## config.mk

```make
export PLATFORM = sky130hd
export DESIGN_NAME = atr_top
export DESIGN_NICKNAME = d
export VERILOG_FILES = /design/src/atr_edge_sync.v /design/src/atr_analog_cond.v /design/src/atr_top.v
export VERILOG_INCLUDE_DIRS = /design/src /design/src/common
export SDC_FILE = /design/constraint.sdc
export NUM_CORES = 1
export LEC_CHECK = 0
export ABC_AREA = 1
export BUFFER_PORTS_ARGS = -buffer_cell sky130_fd_sc_hd__clkbuf_2
export CORE_ASPECT_RATIO = 0.8
export CORE_UTILIZATION = 65
export DETAILED_ROUTE_END_ITERATION = 16
export HOLD_SLACK_MARGIN = 0.12
export MAX_ROUTING_LAYER = met4
export PLACE_DENSITY_LB_ADDON = 0.2
export SKIP_CTS_REPAIR_TIMING = 1
export SLEW_MARGIN = 20
export SYNTH_ARGS = -nofsm -noshare
export SYNTH_HDL_FRONTEND = slang
export SYNTH_SLANG_ARGS = --single-unit
```

## constraint.sdc

```tcl
create_clock -name mclk_in -period 20.1 [get_ports mclk_in]
set_clock_uncertainty 0.1 [all_clocks]
set_input_delay 2.01 -clock mclk_in [delete_from_list [all_inputs] [get_ports mclk_in]]
set_output_delay 2.01 -clock mclk_in [all_outputs]
set_load 0.02 [all_outputs]
```

## src/common/atr_map.vh

```
// Register map, field positions, codes and timing constants for the trigger router
`ifndef ATR_MAP_VH
`define ATR_MAP_VH

// Register addresses
`define ATR_ADDR_CTRL 4'h0
`define ATR_ADDR_THRESH 4'h1
`define ATR_ADDR_ROUTE 4'h2
`define ATR_ADDR_SCAN_DIV 4'h3
`define ATR_ADDR_CONV_DIV 4'h4
`define ATR_ADDR_UPD_DIV 4'h5
`define ATR_ADDR_STATUS 4'h6

// Control register fields
`define ATR_CTRL_SRC 0
`define ATR_CTRL_COND_LSB 1
`define ATR_CTRL_MODE_LSB 4
`define ATR_CTRL_POL 6
`define ATR_CTRL_MASTER 7
`define ATR_CTRL_SWTRIG 8
`define ATR_CTRL_SWRST 9

// Threshold register fields
`define ATR_THR_LOW_LSB 0
`define ATR_THR_HIGH_LSB 8

// Route register fields, two bits each
`define ATR_RT_TB_LSB 0
`define ATR_RT_CONV_LSB 2
`define ATR_RT_SCAN_LSB 4
`define ATR_RT_STRB_LSB 6
`define ATR_RT_OTRIG_LSB 8
`define ATR_RT_UPD_LSB 10

// Reset values
`define ATR_CTRL_RST 16'h0000
`define ATR_THRESH_RST 16'hc040
`define ATR_ROUTE_RST 16'h0000
`define ATR_DIV_RST 16'h0028

// Trigger conditions
`define ATR_COND_BELOW 3'h0
`define ATR_COND_ABOVE 3'h1
`define ATR_COND_INSIDE 3'h2
`define ATR_COND_HIHYS 3'h3
`define ATR_COND_LOHYS 3'h4

// Acquisition trigger modes
`define ATR_MODE_POST 2'h0
`define ATR_MODE_PRE 2'h1
`define ATR_MODE_MIDDLE 2'h2
`define ATR_MODE_DELAY 2'h3

// Source codes for timebase and strobes
`define ATR_SRC_INTERNAL 2'h0
`define ATR_SRC_EXTERNAL 2'h1
`define ATR_SRC_LINK 2'h2

// Source codes for triggers
`define ATR_TRG_DIGITAL 2'h0
`define ATR_TRG_ANALOG 2'h1
`define ATR_TRG_SOFTWARE 2'h2
`define ATR_TRG_LINK 2'h3

// Threshold code scale: zero volts and valid extremes
`define ATR_CODE_ZERO 8'h80
`define ATR_CODE_MIN 8'h01
`define ATR_CODE_MAX 8'hff

// Sync link bit positions
`define ATR_LNK_TB 0
`define ATR_LNK_CONV_TRIG 1
`define ATR_LNK_SCAN 2
`define ATR_LNK_STROBE 3
`define ATR_LNK_OTRIG 4
`define ATR_LNK_UPDATE 5
`define ATR_LNK_W 6

// Synchroniser input positions
`define ATR_IN_DTRIG 0
`define ATR_IN_EXTTB 1
`define ATR_IN_AUX0 2
`define ATR_IN_AUX1 3
`define ATR_IN_LINK 4
`define ATR_NSYNC 10

// Clock and oscillator rates in kHz
`define ATR_CLK_KHZ 50000
`define ATR_OSC_KHZ 40000

`endif

```

## src/atr_edge_sync.v

```verilog
// Two-stage synchroniser with one-cycle rise and fall pulses
`include "atr_map.vh"

module atr_edge_sync (
   input wire clk_in, // System clock
   input wire rst_n_in, // Synchronised reset, active low
   input wire [`ATR_NSYNC-1:0] raw_in, // Asynchronous inputs
   output wire [`ATR_NSYNC-1:0] rise_out, // One-cycle rising-edge pulses
   output wire [`ATR_NSYNC-1:0] fall_out // One-cycle falling-edge pulses
);

   reg [`ATR_NSYNC-1:0] meta_q;
   reg [`ATR_NSYNC-1:0] sync_q;
   reg [`ATR_NSYNC-1:0] last_q;

   // First stage feeds only the second stage
   always @(posedge clk_in or negedge rst_n_in) begin
      if (!rst_n_in) begin
         meta_q <= {`ATR_NSYNC{1'b0}};
         sync_q <= {`ATR_NSYNC{1'b0}};
         last_q <= {`ATR_NSYNC{1'b0}};
      end else begin
         meta_q <= raw_in;
         sync_q <= meta_q;
         last_q <= sync_q;
      end
   end

   // Edge pulses from the settled stages
   assign rise_out = sync_q & ~last_q;
   assign fall_out = ~sync_q & last_q;

endmodule // atr_edge_sync

```

## src/atr_analog_cond.v

```verilog
// Threshold comparison for the five analog trigger conditions
`include "atr_map.vh"

module atr_analog_cond (
   input wire clk_in, // System clock
   input wire rst_n_in, // Synchronised reset, active low
   input wire soft_rst_in, // Software reset pulse
   input wire enable_in, // Source accepted in the current mode
   input wire [7:0] sample_in, // Source code, offset binary
   input wire [7:0] low_in, // Low threshold code
   input wire [7:0] high_in, // High threshold code
   input wire [2:0] cond_in, // Trigger condition
   output reg level_out // Trigger level
);

   reg level_d;
   reg below;
   reg above;

   // Offset-binary codes compare as unsigned numbers
   always @* begin
      below = (sample_in < low_in);
      above = (sample_in > high_in);
      level_d = 1'b0;
      case (cond_in)
         `ATR_COND_BELOW: begin
            level_d = below;
         end
         `ATR_COND_ABOVE: begin
            level_d = above;
         end
         `ATR_COND_INSIDE: begin
            level_d = (sample_in > low_in) && (sample_in < high_in);
         end
         `ATR_COND_HIHYS: begin
            // Fires above high, re-arms only below low
            level_d = level_out ? ~below : above;
         end
         `ATR_COND_LOHYS: begin
            // Fires below low, re-arms only above high
            level_d = level_out ? ~above : below;
         end
         default: begin
            level_d = 1'b0;
         end
      endcase
      if (!enable_in) begin
         level_d = 1'b0;
      end
   end

   // Trigger level register
   always @(posedge clk_in or negedge rst_n_in) begin
      if (!rst_n_in) begin
         level_out <= 1'b0;
      end else if (soft_rst_in) begin
         level_out <= 1'b0;
      end else begin
         level_out <= level_d;
      end
   end

endmodule // atr_analog_cond

```

## src/atr_top.v

```verilog
// Trigger and timing-signal router for a multi-channel acquisition card
//
// Overview of operation
// - Analog source select picks the external trigger pin or first queued channel.
// - Source two only works in post and delay modes; otherwise it is refused.
// - Source one codes are linear: 0x80 zero, 0xFF top, 0x01 bottom.
// - Source two codes span the first channel range in 256 steps.
// - Five trigger conditions built from a low and a high threshold.
// - Below-low: trigger while source is under low; high ignored.
// - Above-high: trigger while source exceeds high; low ignored.
// - Inside-region: trigger while source is between low and high.
// - High hysteresis: fire rising above high; low bounds the band.
// - Low hysteresis: fire falling under low; high bounds the band.
// - Digital trigger fires on the chosen edge; serves conversion and output triggers.
// - Timebase from internal oscillator, external input or sync link.
// - Conversion trigger from digital, analog, software or sync link.
// - Scan start from counter, aux zero or link; timebase-aligned; starts strobes.
// - Conversion strobe from counter, aux zero or link; one per rising edge.
// - Output trigger from digital, analog, software or sync link.
// - Update strobe from counter, aux one or link; one per rising edge.
// - Each timing signal has its own mux and can be driven out.
// - Master drives the sync link; slave substitutes the received signals.
// - Aux zero serves either strobe or scan start, never both.
`include "atr_map.vh"

module atr_top (
   input wire mclk_in, // 50 MHz system clock
   input wire reset_n_in, // Asynchronous reset, active low
   input wire [3:0] addr_in, // Register address
   input wire [15:0] wdata_in, // Register write data
   input wire wr_in, // Write strobe
   input wire rd_in, // Read strobe
   output reg [15:0] rdata_out, // Read data, cycle after the strobe
   input wire [7:0] analog_source_one_in, // Trigger pin code
   input wire [7:0] analog_source_two_in, // First queued channel code
   input wire ext_digital_trigger_pin_in, // External digital trigger
   input wire external_timebase_input_in, // External timebase
   input wire aux_input_zero_in, // Auxiliary input zero
   input wire aux_input_one_in, // Auxiliary input one
   input wire [5:0] sync_link_in, // Sync link pins, received level
   output reg [5:0] sync_link_out, // Sync link pins, driven level
   output reg [5:0] sync_link_oe_out, // Sync link output enables
   output reg timebase_tick_out, // Selected timebase pulse
   output reg conversion_trigger_out, // Conversion trigger pulse
   output reg scan_begin_out, // Scan start pulse
   output reg sample_convert_strobe_out, // Conversion strobe pulse
   output reg output_trigger_out, // Output trigger pulse
   output reg output_update_strobe_out, // Output update pulse
   output reg analog_trigger_out // Analog trigger level
);

   // Four-way pulse select used by every source mux
   function pick4;
      input [1:0] sel;
      input a;
      input b;
      input c;
      input d;
      begin
         case (sel)
            2'h0: pick4 = a;
            2'h1: pick4 = b;
            2'h2: pick4 = c;
            default: pick4 = d;
         endcase
      end
   endfunction

   // Down-counter step: reload at zero
   function [15:0] count_next;
      input [15:0] cnt;
      input [15:0] div;
      begin
         if (cnt == 16'h0000) begin
            count_next = div - 16'h0001;
         end else begin
            count_next = cnt - 16'h0001;
         end
      end
   endfunction

   reg [1:0] rst_sync_q;
   wire rst_n;
   reg [15:0] ctrl_q;
   reg [15:0] thresh_q;
   reg [15:0] route_q;
   reg [15:0] scan_div_q;
   reg [15:0] conv_div_q;
   reg [15:0] upd_div_q;
   reg sw_trig_q;
   reg sw_rst_q;
   wire [`ATR_NSYNC-1:0] rise;
   wire [`ATR_NSYNC-1:0] fall;
   wire [5:0] link_rise;
   reg [15:0] osc_acc_q;
   reg [15:0] osc_acc_d;
   reg osc_tick_d;
   reg tb_q;
   wire master;
   wire [1:0] tb_sel;
   wire [1:0] conv_sel;
   wire [1:0] scan_sel;
   wire [1:0] strb_sel;
   wire [1:0] otrig_sel;
   wire [1:0] upd_sel;
   wire [1:0] acq_mode;
   wire analog_source_two_ok;
   wire ana_enable;
   wire [7:0] ana_sample;
   wire ana_level;
   reg ana_last_q;
   wire ana_pulse;
   wire dtrig_pulse;
   wire aux0_conflict;
   wire conv_trig_d;
   wire out_trig_d;
   reg acq_run_q;
   reg out_run_q;
   reg scan_active_q;
   reg scan_pend_q;
   reg [15:0] scan_cnt_q;
   reg [15:0] conv_cnt_q;
   reg [15:0] upd_cnt_q;
   wire scan_int;
   wire scan_src;
   wire scan_fire;
   wire conv_int;
   wire strobe_d;
   wire upd_int;
   wire upd_d;

   // Reset release through two flops
   always @(posedge mclk_in or negedge reset_n_in) begin
      if (!reset_n_in) begin
         rst_sync_q <= 2'b00;
      end else begin
         rst_sync_q <= {rst_sync_q[0], 1'b1};
      end
   end
   assign rst_n = rst_sync_q[1];

   // Register writes; trigger and reset bits are self-clearing pulses
   always @(posedge mclk_in or negedge rst_n) begin
      if (!rst_n) begin
         ctrl_q <= `ATR_CTRL_RST;
         thresh_q <= `ATR_THRESH_RST;
         route_q <= `ATR_ROUTE_RST;
         scan_div_q <= `ATR_DIV_RST;
         conv_div_q <= `ATR_DIV_RST;
         upd_div_q <= `ATR_DIV_RST;
         sw_trig_q <= 1'b0;
         sw_rst_q <= 1'b0;
      end else begin
         sw_trig_q <= wr_in && (addr_in == `ATR_ADDR_CTRL) && wdata_in[`ATR_CTRL_SWTRIG];
         sw_rst_q <= wr_in && (addr_in == `ATR_ADDR_CTRL) && wdata_in[`ATR_CTRL_SWRST];
         if (wr_in) begin
            case (addr_in)
               `ATR_ADDR_CTRL: ctrl_q <= {8'h00, wdata_in[7:0]};
               `ATR_ADDR_THRESH: thresh_q <= wdata_in;
               `ATR_ADDR_ROUTE: route_q <= {4'h0, wdata_in[11:0]};
               `ATR_ADDR_SCAN_DIV: scan_div_q <= wdata_in;
               `ATR_ADDR_CONV_DIV: conv_div_q <= wdata_in;
               `ATR_ADDR_UPD_DIV: upd_div_q <= wdata_in;
               default: ctrl_q <= ctrl_q;
            endcase
         end
      end
   end

   // Read data stand for one cycle only; unmapped addresses read zero
   always @(posedge mclk_in or negedge rst_n) begin
      if (!rst_n) begin
         rdata_out <= 16'h0000;
      end else if (rd_in) begin
         case (addr_in)
            `ATR_ADDR_CTRL: rdata_out <= ctrl_q;
            `ATR_ADDR_THRESH: rdata_out <= thresh_q;
            `ATR_ADDR_ROUTE: rdata_out <= route_q;
            `ATR_ADDR_SCAN_DIV: rdata_out <= scan_div_q;
            `ATR_ADDR_CONV_DIV: rdata_out <= conv_div_q;
            `ATR_ADDR_UPD_DIV: rdata_out <= upd_div_q;
            `ATR_ADDR_STATUS: rdata_out <= {9'h000, aux0_conflict, ~ana_enable,
               scan_active_q, out_run_q, acq_run_q, master, ana_level};
            default: rdata_out <= 16'h0000;
         endcase
      end else begin
         rdata_out <= 16'h0000;
      end
   end

   // Field decode
   assign master = ctrl_q[`ATR_CTRL_MASTER];
   assign acq_mode = ctrl_q[`ATR_CTRL_MODE_LSB+1:`ATR_CTRL_MODE_LSB];
   assign tb_sel = route_q[`ATR_RT_TB_LSB+1:`ATR_RT_TB_LSB];
   assign conv_sel = route_q[`ATR_RT_CONV_LSB+1:`ATR_RT_CONV_LSB];
   assign scan_sel = route_q[`ATR_RT_SCAN_LSB+1:`ATR_RT_SCAN_LSB];
   assign strb_sel = route_q[`ATR_RT_STRB_LSB+1:`ATR_RT_STRB_LSB];
   assign otrig_sel = route_q[`ATR_RT_OTRIG_LSB+1:`ATR_RT_OTRIG_LSB];
   assign upd_sel = route_q[`ATR_RT_UPD_LSB+1:`ATR_RT_UPD_LSB];

   // Digital trigger, external timebase, aux and link inputs share one synchroniser bank
   atr_edge_sync u_sync (
      .clk_in(mclk_in),
      .rst_n_in(rst_n),
      .raw_in({sync_link_in, aux_input_one_in, aux_input_zero_in,
         external_timebase_input_in, ext_digital_trigger_pin_in}),
      .rise_out(rise),
      .fall_out(fall)
   );

   // A slave substitutes link signals; a master ignores its own echo
   assign link_rise = master ? 6'h00 : rise[`ATR_NSYNC-1:`ATR_IN_LINK];

   // Internal oscillator rate derived from the system clock by a phase accumulator
   always @* begin
      if (osc_acc_q + `ATR_OSC_KHZ >= `ATR_CLK_KHZ) begin
         osc_acc_d = osc_acc_q + 16'd`ATR_OSC_KHZ - 16'd`ATR_CLK_KHZ;
         osc_tick_d = 1'b1;
      end else begin
         osc_acc_d = osc_acc_q + 16'd`ATR_OSC_KHZ;
         osc_tick_d = 1'b0;
      end
   end

   // Timebase select; an external timebase is seen by its sampled rising edges
   always @(posedge mclk_in or negedge rst_n) begin
      if (!rst_n) begin
         osc_acc_q <= 16'h0000;
         tb_q <= 1'b0;
      end else begin
         osc_acc_q <= osc_acc_d;
         tb_q <= pick4(tb_sel, osc_tick_d, rise[`ATR_IN_EXTTB],
            link_rise[`ATR_LNK_TB], 1'b0);
      end
   end

   // Analog source select and mode check
   assign analog_source_two_ok = (acq_mode == `ATR_MODE_POST) || (acq_mode == `ATR_MODE_DELAY);
   assign ana_enable = ~ctrl_q[`ATR_CTRL_SRC] | analog_source_two_ok;
   assign ana_sample = ctrl_q[`ATR_CTRL_SRC] ? analog_source_two_in
      : analog_source_one_in;

   atr_analog_cond u_cond (
      .clk_in(mclk_in),
      .rst_n_in(rst_n),
      .soft_rst_in(sw_rst_q),
      .enable_in(ana_enable),
      .sample_in(ana_sample),
      .low_in(thresh_q[`ATR_THR_LOW_LSB+7:`ATR_THR_LOW_LSB]),
      .high_in(thresh_q[`ATR_THR_HIGH_LSB+7:`ATR_THR_HIGH_LSB]),
      .cond_in(ctrl_q[`ATR_CTRL_COND_LSB+2:`ATR_CTRL_COND_LSB]),
      .level_out(ana_level)
   );

   // Analog level turned into one pulse per assertion
   always @(posedge mclk_in or negedge rst_n) begin
      if (!rst_n) begin
         ana_last_q <= 1'b0;
      end else begin
         ana_last_q <= ana_level;
      end
   end
   assign ana_pulse = ana_level & ~ana_last_q;

   // Digital trigger on the programmed edge
   assign dtrig_pulse = ctrl_q[`ATR_CTRL_POL] ? fall[`ATR_IN_DTRIG]
      : rise[`ATR_IN_DTRIG];

   // Independent trigger muxes
   assign conv_trig_d = pick4(conv_sel, dtrig_pulse, ana_pulse, sw_trig_q,
      link_rise[`ATR_LNK_CONV_TRIG]);
   assign out_trig_d = pick4(otrig_sel, dtrig_pulse, ana_pulse, sw_trig_q,
      link_rise[`ATR_LNK_OTRIG]);

   // Aux zero belongs to the strobe when both ask for it
   assign aux0_conflict = (strb_sel == `ATR_SRC_EXTERNAL)
      && (scan_sel == `ATR_SRC_EXTERNAL);

   // Internal counters tick on the selected timebase
   assign scan_int = acq_run_q && tb_q && (scan_cnt_q == 16'h0000);
   assign conv_int = scan_active_q && tb_q && (conv_cnt_q == 16'h0000);
   assign upd_int = out_run_q && tb_q && (upd_cnt_q == 16'h0000);

   // Scan start source; aux zero refused while it serves the strobe
   assign scan_src = pick4(scan_sel, scan_int,
      rise[`ATR_IN_AUX0] & ~aux0_conflict, link_rise[`ATR_LNK_SCAN], 1'b0);
   // Scan start is released on the next timebase tick
   assign scan_fire = scan_pend_q & tb_q;

   // Strobe muxes; each rising edge gives exactly one pulse
   assign strobe_d = pick4(strb_sel, conv_int, rise[`ATR_IN_AUX0],
      link_rise[`ATR_LNK_STROBE], 1'b0);
   assign upd_d = pick4(upd_sel, upd_int, rise[`ATR_IN_AUX1],
      link_rise[`ATR_LNK_UPDATE], 1'b0);

   // Run state and counters; software reset restarts them, while the timebase and the registers run on
   always @(posedge mclk_in or negedge rst_n) begin
      if (!rst_n) begin
         acq_run_q <= 1'b0;
         out_run_q <= 1'b0;
         scan_active_q <= 1'b0;
         scan_pend_q <= 1'b0;
         scan_cnt_q <= 16'h0000;
         conv_cnt_q <= 16'h0000;
         upd_cnt_q <= 16'h0000;
      end else if (sw_rst_q) begin
         acq_run_q <= conv_trig_d;
         out_run_q <= out_trig_d;
         scan_active_q <= 1'b0;
         scan_pend_q <= 1'b0;
         scan_cnt_q <= 16'h0000;
         conv_cnt_q <= 16'h0000;
         upd_cnt_q <= 16'h0000;
      end else begin
         if (conv_trig_d) begin
            acq_run_q <= 1'b1;
         end
         if (out_trig_d) begin
            out_run_q <= 1'b1;
         end
         // A new source pulse wins over the release of the pending one
         scan_pend_q <= (scan_pend_q & ~scan_fire) | scan_src;
         if (acq_run_q && tb_q) begin
            scan_cnt_q <= count_next(scan_cnt_q, scan_div_q);
         end
         // Scan start restarts the strobe counter
         if (scan_fire) begin
            scan_active_q <= 1'b1;
            conv_cnt_q <= 16'h0000;
         end else if (scan_active_q && tb_q) begin
            conv_cnt_q <= count_next(conv_cnt_q, conv_div_q);
         end
         if (out_run_q && tb_q) begin
            upd_cnt_q <= count_next(upd_cnt_q, upd_div_q);
         end
      end
   end

   // Registered outputs and sync link drive
   always @(posedge mclk_in or negedge rst_n) begin
      if (!rst_n) begin
         timebase_tick_out <= 1'b0;
         conversion_trigger_out <= 1'b0;
         scan_begin_out <= 1'b0;
         sample_convert_strobe_out <= 1'b0;
         output_trigger_out <= 1'b0;
         output_update_strobe_out <= 1'b0;
         analog_trigger_out <= 1'b0;
         sync_link_out <= 6'h00;
         sync_link_oe_out <= 6'h00;
      end else begin
         timebase_tick_out <= tb_q;
         conversion_trigger_out <= conv_trig_d;
         scan_begin_out <= scan_fire & ~sw_rst_q;
         sample_convert_strobe_out <= strobe_d & ~sw_rst_q;
         output_trigger_out <= out_trig_d;
         output_update_strobe_out <= upd_d & ~sw_rst_q;
         analog_trigger_out <= ana_level;
         // Master sends its own timing out; slave leaves the pins free
         sync_link_out <= master ? {upd_d, out_trig_d, strobe_d, scan_fire,
            conv_trig_d, tb_q} : 6'h00;
         sync_link_oe_out <= {6{master}};
      end
   end

endmodule // atr_top

```

# ---- Word level (Yosys, flattened, before mapping)
# Index checks and enable logic that the tools add are counted.
dict set report word_totals {
  ff_bits 218
  in_bits 50
  output_inout_bits 35
  wordCells 162
}
dict set report op_classes {
  addsub 9
  n_lt_le_gt_ge 5
  n_eq_ne 23
  muxes 36
  bitwise 21
  reduce_logical 36
}
# cell count
set op_table {}
lappend op_table {{2-to-1 mux 16 bit} 12}
lappend op_table {{case mux 16 bit (7 select lines)} 1}
lappend op_table {{subtractor 16 x 1 -> 16 bit, second input constant} 6}
lappend op_table {{zero test 16 bit} 3}
lappend op_table {{case mux 1 bit (3 select lines)} 6}
lappend op_table {{adder 16 x 16 -> 17 bit, second input constant} 1}
lappend op_table {{>= comparator 17 x 16 -> 1 bit, second input constant} 1}
lappend op_table {{adder 16 bit, second input constant} 1}
lappend op_table {{> comparator 8 bit} 2}
lappend op_table {{< comparator 8 bit} 2}
lappend op_table {{subtractor 16 bit, second input constant} 1}
lappend op_table {{== test 2 bit, second input constant} 7}
lappend op_table {{zero test 2 bit} 7}
lappend op_table {{2-to-1 mux 1 bit} 13}
lappend op_table {{== test 2 x 1 -> 1 bit, second input constant} 6}
lappend op_table {{== test 4 x 3 -> 1 bit, second input constant} 3}
lappend op_table {{2-to-1 mux 6 bit} 2}
lappend op_table {{AND reduction 2 bit} 6}
lappend op_table {{logical AND 1 bit} 11}
lappend op_table {{bitwise AND 10 bit} 1}
lappend op_table {{inverter 10 bit} 1}
lappend op_table {{nonzero test 2 bit} 5}
lappend op_table {{inverter 1 bit} 9}
lappend op_table {{bitwise AND 1 bit} 8}
lappend op_table {{12 further kinds} 15}

# ---- Logic depth before layout (Yosys ltp)
# Gate-level depths: netlist of the first run.
dict set report logic_depth {
  depth_word 7
  mapped_depth 15
  depth_no_buf 15
}

# ---- By module
# Synthesis of the first run repeated with hierarchy kept, for this count alone.
dict set report hier_totals {
  cells_unflattened 1485
  hier_area_um2 11519.8
}
# mod n_inst cells_each area_each_um2 seq_area_each_um2
set modules_own_cells {}
lappend modules_own_cells {atr_top 1 1314 10025.9 4590.7}
lappend modules_own_cells {atr_edge_sync 1 70 900.9 750.7}
lappend modules_own_cells {atr_analog_cond 1 101 593.1 25.0}

# ---- Worst setup path after synthesis of the first run
# No wires, ideal clock.
dict set report synth_timing {
  path_kind {input to register}
  start {in analog_source_two_in[5]}
  end {reg u_cond.level_out}
  setup_time_ns 0.115
  arrival_time_ns 3.244
  required_ns 19.885
  path_slack_ns 16.641
  path_stages 10
  path_buffers 0
  cell_sequence {mux2_2 ha_1 a21oi_1 nor2_1 a211oi_1 nand2_1 nor2_1 o21ai_0 nand2_1 nor2_1}
}
dict set report synth_between {
  elab_chain_len 7
  elab_cells_between_ends 13
  classes_between {4 x order compare; 6 x mux; 2 x bitwise; 1 x reduce/logical}
}
# element line
set synth_lines {}
lappend synth_lines {{from (decl)} atr_top.v:35} ;# input wire [7:0] analog_source_two_in,
lappend synth_lines {{2-to-1 mux 8 bit *} atr_top.v:240} ;# assign ana_sample = ctrl_q[`ATR_CTRL_SRC] ? analog_source_two_in
lappend synth_lines {{> comparator 8 bit or < comparator 8 bit (tied branches)} {atr_analog_cond.v:23, atr_analog_cond.v:22}}
lappend synth_lines {{inverter 1 bit (on tied branches)} {atr_analog_cond.v:41, atr_analog_cond.v:37}}
lappend synth_lines {{2-to-1 mux 1 bit (on tied branches)} {atr_analog_cond.v:41, atr_analog_cond.v:37}}
lappend synth_lines {{case mux 1 bit (5 select lines) *} atr_analog_cond.v:25} ;# case (cond_in)
lappend synth_lines {{2-to-1 mux 1 bit *} atr_analog_cond.v:47} ;# if (!enable_in) begin
lappend synth_lines {{2-to-1 mux 1 bit *} atr_analog_cond.v:56} ;# end else if (soft_rst_in) begin
lappend synth_lines {{to (signal assigned)} atr_analog_cond.v:59} ;# level_out <= level_d;
lappend synth_lines {{to (decl)} atr_analog_cond.v:13} ;# output reg level_out
# Mark *: on every way between the ends. The rest lies on a longest branch, timed or not.
# A chain may end at the register's enable or synchronous reset.

# ---- Worst setup path in the final report of the first run
dict set report layout_timing {
  start {in addr_in[3]}
  end {reg scan_div_q[11]}
}
dict set report layout_between {
  elab_chain_len 2
}
# element line
set layout_lines {}
lappend layout_lines {{from (decl)} atr_top.v:29} ;# input wire [3:0] addr_in,
lappend layout_lines {{== test 4 x 2 -> 1 bit} atr_top.v:157} ;# case (addr_in)
lappend layout_lines {{AND reduction 2 bit (no source line)} -}
lappend layout_lines {{to (signal assigned)} atr_top.v:148} ;# scan_div_q <= `ATR_DIV_RST;
lappend layout_lines {{to (signal assigned)} atr_top.v:161} ;# `ATR_ADDR_SCAN_DIV: scan_div_q <= wdata_in;
lappend layout_lines {{to (decl)} atr_top.v:87} ;# reg [15:0] scan_div_q;
# No other way between the ends.

==> impl_metrics.env, run 1 <==
export IMPL_outcome="complete, no violations"
export IMPL_hpwl_um=21600
export IMPL_rows=42
export IMPL_finalCritPeriodShare_pct=18.4
export IMPL_synth_common_cells="389 x nand2_1, 205 x dfrtp_1, 204 x inv_1"
export IMPL_ioPinCount=85
export IMPL_vias=9816
export IMPL_setup_ws_ns=16.40
export IMPL_clockBufferDepth=3
export IMPL_seq_area_frac_synth_pct=48.6
export IMPL_dr_first_iter_drc_count=940
export IMPL_cellLeakagePower_uw=0.00640
export IMPL_synth_area_um2=11100
export IMPL_synth_yosys_warnings=0
export IMPL_fmax_mhz=270
export IMPL_crit_path_start_kind="primary input"
export IMPL_report_final_setup_viol=0
export IMPL_vias_per_cell=5.71
export IMPL_required_ns=20.39
export IMPL_syn_num_nets=1484
export IMPL_drc=0
export IMPL_io_buffers=84
export IMPL_worstMarginPinSlew_ns=1.05
export IMPL_synth_edf_count=0
export IMPL_detail_route_antenna_nets=0
export IMPL_first_pass_iters=6
export IMPL_yosysUniqueCellTypes=48
export IMPL_clk_latency_ns=0.50
export IMPL_syn_inst=1411
export IMPL_grt_max_degree=79
export IMPL_slew_violations=0
export IMPL_gp_congestion=0.969
export IMPL_irDropWorstVdd_mv=0.0989
export IMPL_reg2reg_setup_slack_ns=17.23
export IMPL_wl_um=29800
export IMPL_hold_viol_final=0
export IMPL_wl_per_cell_um=17.3
export IMPL_clk_pin_slew_ns=0.06
export IMPL_criticalPathCategory="primary input to flop"
export IMPL_p_per_area_nw_per_um2=129
export IMPL_cts_tree="yes"
export IMPL_grt_pass1_vias=9128
export IMPL_rsz0062_at_grt="no"
export IMPL_antenna_cells=0
export IMPL_final_nets=1557
export IMPL_drive_above_1_share_pct=11.4
export IMPL_gr_total_overflow=0
export IMPL_core_area_um2=16600
export IMPL_yosysTopAreaCell="dfrtp_1"
export IMPL_grt_antenna_before_repair=0
export IMPL_hold_path_class="flop to flop"
export IMPL_slew_headroom_pct=30.0
export IMPL_area_delta_synth_final_pct=10.9
export IMPL_yosysMostFrequentCell="nand2_1"
export IMPL_die_y_um=119
export IMPL_max_cap_viol_count=0
export IMPL_yosys_most_used_dff="dfrtp_1"
export IMPL_utilization_pct=73.8
export IMPL_cts_buffers=21
export IMPL_yosys_area_top_type_share_pct=46.4
export IMPL_groute_usage_overall_pct=36.3
export IMPL_arrival_ns=3.99
export IMPL_end_kind="flop"
export IMPL_grt_pass1_wl_um=47500
export IMPL_cts_sinks=214
export IMPL_path_max_fanout=32
export IMPL_htreeDepth=1
export IMPL_syn_area_per_cell_um2=7.83
export IMPL_synth_area_leaders="dfrtp_1 46%, nand2_1 13%, inv_1 6.9%"
export IMPL_clockRootBuffer="clkbuf_16"
export IMPL_async_reset_ff_share_pct=100
export IMPL_setup_tns_ns=0
export IMPL_die_w_um=148
export IMPL_dieArea_um2=17500
export IMPL_synth_seq_cells=214
export IMPL_finalCriticalPeriod_ns=3.70
export IMPL_start_util_pct=66.6
export IMPL_place_ws_ns=15.95
export IMPL_p_total_uw=1580
final cells by class:
type | instances | area, µm²
Inverter | 212 | 796
Multi-Input combinational cell | 949 | 4690
Sequential cell | 214 | 5370
Fill cell | 1311 | 4350
Clock inverter | 9 | 106
Clock buffer | 28 | 582
Timing Repair Buffer | 86 | 435
Tap cell | 220 | 275
metrics by stage:
step / cells / instance area [µm²] / hold slack [ns]
after CTS: 1718 / 12300 / 0.246
after floorplan: 1411 / 11100 / 0.231
final: 1718 / 12300 / 0.243
after detailed placement: 1681 / 11600 / 0.237
after global placement: 1681 / 11600 / 0.234
after global routing: 1718 / 12300 / 0.253
per-layer routing:
layer,vias up,track usage [%],part of all wire [%]
met3,77,7.61,9.8
met4,0,10.7,2.9
met1,4615,51.0,43
met5,-,-,0
met2,460,53.3,44
li1,4664,-,-
kinds of logic (layout without fill, tap and decap cells):
family	after synthesis	after routing	synth area share [%]
other	1	1	0.0339
adder cells (fa/ha/maj)	23	23	2.60
AND/OR/NAND/NOR	683	683	26.5
buffers and inverters	248	335	9.03
multiplexers	8	8	0.804
flip-flops	214	214	48.6
XOR/XNOR	15	15	1.26
AO/OA/AOI/OAI	219	219	11.2
sequential cells by signal (all words and copies together), names as in the netlist, 6 cells and up:
name,count
conv_cnt_q,16
conv_div_q,16
rdata_out,16
scan_cnt_q,16
scan_div_q,16
thresh_q,16
upd_cnt_q,16
upd_div_q,16
osc_acc_q,12
route_q,12
u_sync.last_q,10
u_sync.meta_q,10
u_sync.sync_q,10
ctrl_q,8
sync_link_out,6
cell usage in the layout (no fill, tap or decap), drive strengths merged, types with 14 or more instances in the layout:
| master | instances |
|---|---|
| xor2 | 14 |
| clkbuf | 112 |
| dfrtp | 205 |
| ha | 23 |
| nor2 | 146 |
| nand2 | 396 |
| o21ai | 122 |
| inv | 206 |
| nand3 | 122 |
| a21oi | 27 |
| o22ai | 40 |
final timing paths:
path | start | end | cells after the start
setup / recovery | addr_in[3] | scan_div_q[11]$_DFFE_PN0P_ | 6
hold / removal | u_sync.meta_q[1]$_DFF_PN0_ | u_sync.sync_q[1]$_DFF_PN0_ | 0
setup reg to reg | rst_sync_q[1]$_DFF_PN0_ | u_sync.last_q[6]$_DFF_PN0_ | 2
hold reg to reg | u_sync.meta_q[1]$_DFF_PN0_ | u_sync.sync_q[1]$_DFF_PN0_ | 0
max in group asynchronous | rst_sync_q[1]$_DFF_PN0_ | u_sync.last_q[6]$_DFF_PN0_ | 2
min in group asynchronous | rst_sync_q[1]$_DFF_PN0_ | scan_cnt_q[7]$_DFFE_PN0P_ | 0
worst max-delay path: stages:
cell and delay (ns):
clkbuf_2 0.09, nor2_1 0.28, nand3_1 0.37, clkinv_1 0.29, nand2_1 0.52, o21ai_0 0.42
where the power goes:
| part | internal [µW] | leakage, µW | switching, µW |
|---|---|---|---|
| combinational | 182 | 0.00339 | 405 |
| clock | 230 | 0.000330 | 167 |
| sequential | 524 | 0.00268 | 76.4 |
| total | 937 | 0.00640 | 648 |
(Power assumes the default switching activity.)
==> run 2, diff against run 1 <==
--- a/config.mk
+++ b/config.mk
@@ -6,10 +6,10 @@
 export SDC_FILE = /design/constraint.sdc
 export NUM_CORES = 1
 export LEC_CHECK = 0
-export ABC_AREA = 1
+export ABC_AREA = 0
 export BUFFER_PORTS_ARGS = -buffer_cell sky130_fd_sc_hd__clkbuf_2
 export CORE_ASPECT_RATIO = 0.8
-export CORE_UTILIZATION = 65
+export CORE_UTILIZATION = 55
 export DETAILED_ROUTE_END_ITERATION = 16
 export HOLD_SLACK_MARGIN = 0.12
 export MAX_ROUTING_LAYER = met4
==> constraint.sdc (replaced) <==
create_clock -name mclk_in -period 3.2 [get_ports mclk_in]
set_clock_uncertainty 0.1 [all_clocks]
set_input_delay 0.32 -clock mclk_in [delete_from_list [all_inputs] [get_ports mclk_in]]
set_output_delay 0.32 -clock mclk_in [all_outputs]
set_load 0.02 [all_outputs]
==> impl_metrics.env, run 2 <==
export IMPL_outcome="complete, no violations"
export IMPL_grt_max_degree=75
export IMPL_area_delta_synth_final_pct=16.8
export IMPL_vias_per_cell=6.43
export IMPL_yosys_area_share_xor_xnor_pct=1.35
export IMPL_antenna_cells=0
export IMPL_p_int_uw=6560
export IMPL_synth_top_family_by_area="compound AO/OA/AOI/OAI gates"
export IMPL_hold_viol_final=0
export IMPL_yosys_area_top_type_share_pct=46.5
export IMPL_grt_pass1_vias=8940
export IMPL_syn_num_nets=1153
export IMPL_finalCriticalPeriod_ns=2.97
export IMPL_cellLeakagePower_uw=0.00564
export IMPL_muxShareOfSynthArea_pct=10.8
export IMPL_die_y_um=129
export IMPL_p_per_area_nw_per_um2=815
export IMPL_slew_headroom_pct=39.6
export IMPL_path_max_fanout=8
export IMPL_final_cell_mix="204 x dfrtp_1, 92 x nor2_1, 84 x mux2_2, 84 x clkbuf_2, 70 x nand2_1"
export IMPL_yosys_most_used_dff="dfrtp_1"
export IMPL_grt_antenna_before_repair=0
export IMPL_htreeDepth=1
export IMPL_clockBufferDepth=3
export IMPL_gr_total_overflow=0
export IMPL_clockRootBuffer="clkbuf_16"
export IMPL_drc=0
export IMPL_detail_route_antenna_nets=0
export IMPL_swShare_pct=37.5
export IMPL_dieArea_um2=20600
export IMPL_io_buffers=84
export IMPL_worstMarginPinSlew_ns=0.898
export IMPL_core_area_um2=19300
export IMPL_dr_first_iter_drc_count=897
export IMPL_fmax_mhz=337
export IMPL_rsz0062_at_grt="no"
export IMPL_synth_common_cells="205 x dfrtp_1, 92 x nor2_1, 84 x mux2_2"
export IMPL_max_cap_viol_count=0
export IMPL_criticalPathCategory="flop to flop"
export IMPL_irDropWorstVdd_mv=0.546
export IMPL_syn_area_per_cell_um2=10.2
export IMPL_slew_violations=0
export IMPL_required_ns=3.46
export IMPL_syn_inst=1080
export IMPL_grt_pass1_wl_um=50700
export IMPL_synth_seq_cells=214
export IMPL_fillers=1491
export IMPL_clk_latency_ns=0.51
export IMPL_rows=45
export IMPL_p_sw_uw=3930
export IMPL_final_nets=1266
export IMPL_end_kind="flop"
export IMPL_yosysMostFrequentCell="dfrtp_1"
export IMPL_mostFrequentLayoutCell="dfrtp_1"
export IMPL_synth_simple_area_share_pct=15.4
export IMPL_synth_edf_count=0
export IMPL_cts_buffers=22
export IMPL_gp_congestion=0.952
export IMPL_yosysUniqueCellTypes=79
export IMPL_setup_ws_ns=0.229
export IMPL_cts_sinks=214
export IMPL_synthAdderAreaFrac_pct=2.61
export IMPL_report_final_setup_viol=0
export IMPL_synth_area_um2=11000
export IMPL_drive_above_1_share_pct=21.6
export IMPL_clock_power_share_pct=27.5
export IMPL_vias=9431
export IMPL_first_pass_iters=6
export IMPL_p_seq_share_pct=39.1
export IMPL_seq_area_frac_synth_pct=48.7
export IMPL_die_w_um=160
export IMPL_utilization_pct=66.7
export IMPL_wl_um=32100
export IMPL_yosysTopAreaCell="dfrtp_1"
export IMPL_place_ws_ns=0.329
export IMPL_synth_compound_area_share_pct=18.0
export IMPL_async_reset_ff_share_pct=100
export IMPL_ioPinCount=85
export IMPL_start_util_pct=57.1
export IMPL_cts_tree="yes"
export IMPL_crit_path_start_kind="flop"
export IMPL_hold_path_class="primary input to flop"
export IMPL_synth_area_leaders="dfrtp_1 47%, mux2_2 8.6%, nor2_1 3.1%"
export IMPL_groute_usage_overall_pct=32.8
export IMPL_arrival_ns=3.23
export IMPL_synth_yosys_warnings=0
export IMPL_clk_pin_slew_ns=0.06
export IMPL_finalCritPeriodShare_pct=92.8
export IMPL_combPwrFrac_pct=33.5
export IMPL_wl_per_cell_um=21.9
export IMPL_hpwl_um=22600
export IMPL_setup_tns_ns=0
[run 2: changes by cell type in the layout (fill, tap and decap cells not counted), moves of 26 or more]
cell	change
a21oi_1	+33
a22oi_1	+26
buf_4	+28
inv_1	-164
mux2_2	+77
nand2_1	-319
nand3_1	-98
nor2_1	-39
nor3_1	+30
o21ai_0	-54
o22ai_1	-32
[run 2: worst max-delay path: stages (launching register included)]
cell and delay [ns]:
dfrtp_1 0.46, nor3_1 0.44, nand4_1 0.25, nor2_1 0.28
a21oi_1 0.13, ha_1 0.26, o211ai_1 0.17, nand2b_1 0.28
nand4bb_1 0.19, mux2i_1 0.19, o21ai_0 0.08
[run 2: worst paths after layout]
path | startpoint | end | slack [ns] | depth (start not counted)
max in group asynchronous | rst_sync_q[1]$_DFF_PN0_ | thresh_q[15]$_DFFE_PN1P_ | 1.95 | 1
min reg2reg | rst_sync_q[1]$_DFF_PN0_ | osc_acc_q[5]$_DFFE_PN0N_ | 0.21 | 0
max | scan_cnt_q[9]$_DFFE_PN0P_ | scan_cnt_q[12]$_DFFE_PN0P_ | 0.23 | 10
max reg2reg | scan_cnt_q[9]$_DFFE_PN0P_ | scan_cnt_q[12]$_DFFE_PN0P_ | 0.23 | 10
min in group asynchronous | rst_sync_q[1]$_DFF_PN0_ | osc_acc_q[5]$_DFFE_PN0N_ | 0.21 | 0
min | wdata_in[6] | ctrl_q[6]$_DFFE_PN0P_ | 0.13 | 2
[run 2: per-stage QoR]
step / hold slack, ns / instance area (µm²) / power [µW] / cells
final: 0.132 / 12900 / 10500 / 1467
after global routing: 0.130 / 12900 / 11100 / 1467
after CTS: -0.526 / 12600 / 10400 / 1444
after detailed placement: 0.00673 / 11800 / 7510 / 1404
after global placement: 0.00578 / 11800 / 7450 / 1404
after floorplan: -0.0756 / 11000 / 6250 / 1080
[run 2: cells by family after synthesis]
kind of cell	after synthesis
compound gates	293
xor+xnor	17
fa+ha+maj	23
buf+inv	90
flops	214
mux	108
other cells	1
simple gates	334
[run 2: metal layers]
layer  GRT usage [%]  vias to the layer above  wire, µm
li1                -                     4253         -
met1            47.4                     4669     14500
met2            46.1                      444     13700
met3            7.32                       65      3050
met4            9.41                        0       865
met5               -                        -         0
[run 2: area by class of cell]
class                   count  area (µm²)  area share, %
clock buffers              29         628           4.88
clock inverters            11         189           1.47
inverters                  40         150           1.17
multi-input cells         776        5300           41.2
flip-flops and latches    214        5370           41.7
well taps                 258         323           2.51
repair buffers            139         916           7.11
[run 2: power by group through the flow]
| stage | registers [µW] | clock network, µW | logic (µW) |
|---|---|---|---|
| floorplan | 3880 | 0 | 2370 |
| global placement | 4070 | 0 | 3380 |
| detailed placement | 4100 | 0 | 3410 |
| CTS | 4060 | 2920 | 3450 |
| global route | 4170 | 3010 | 3890 |
| finish | 4100 | 2880 | 3520 |
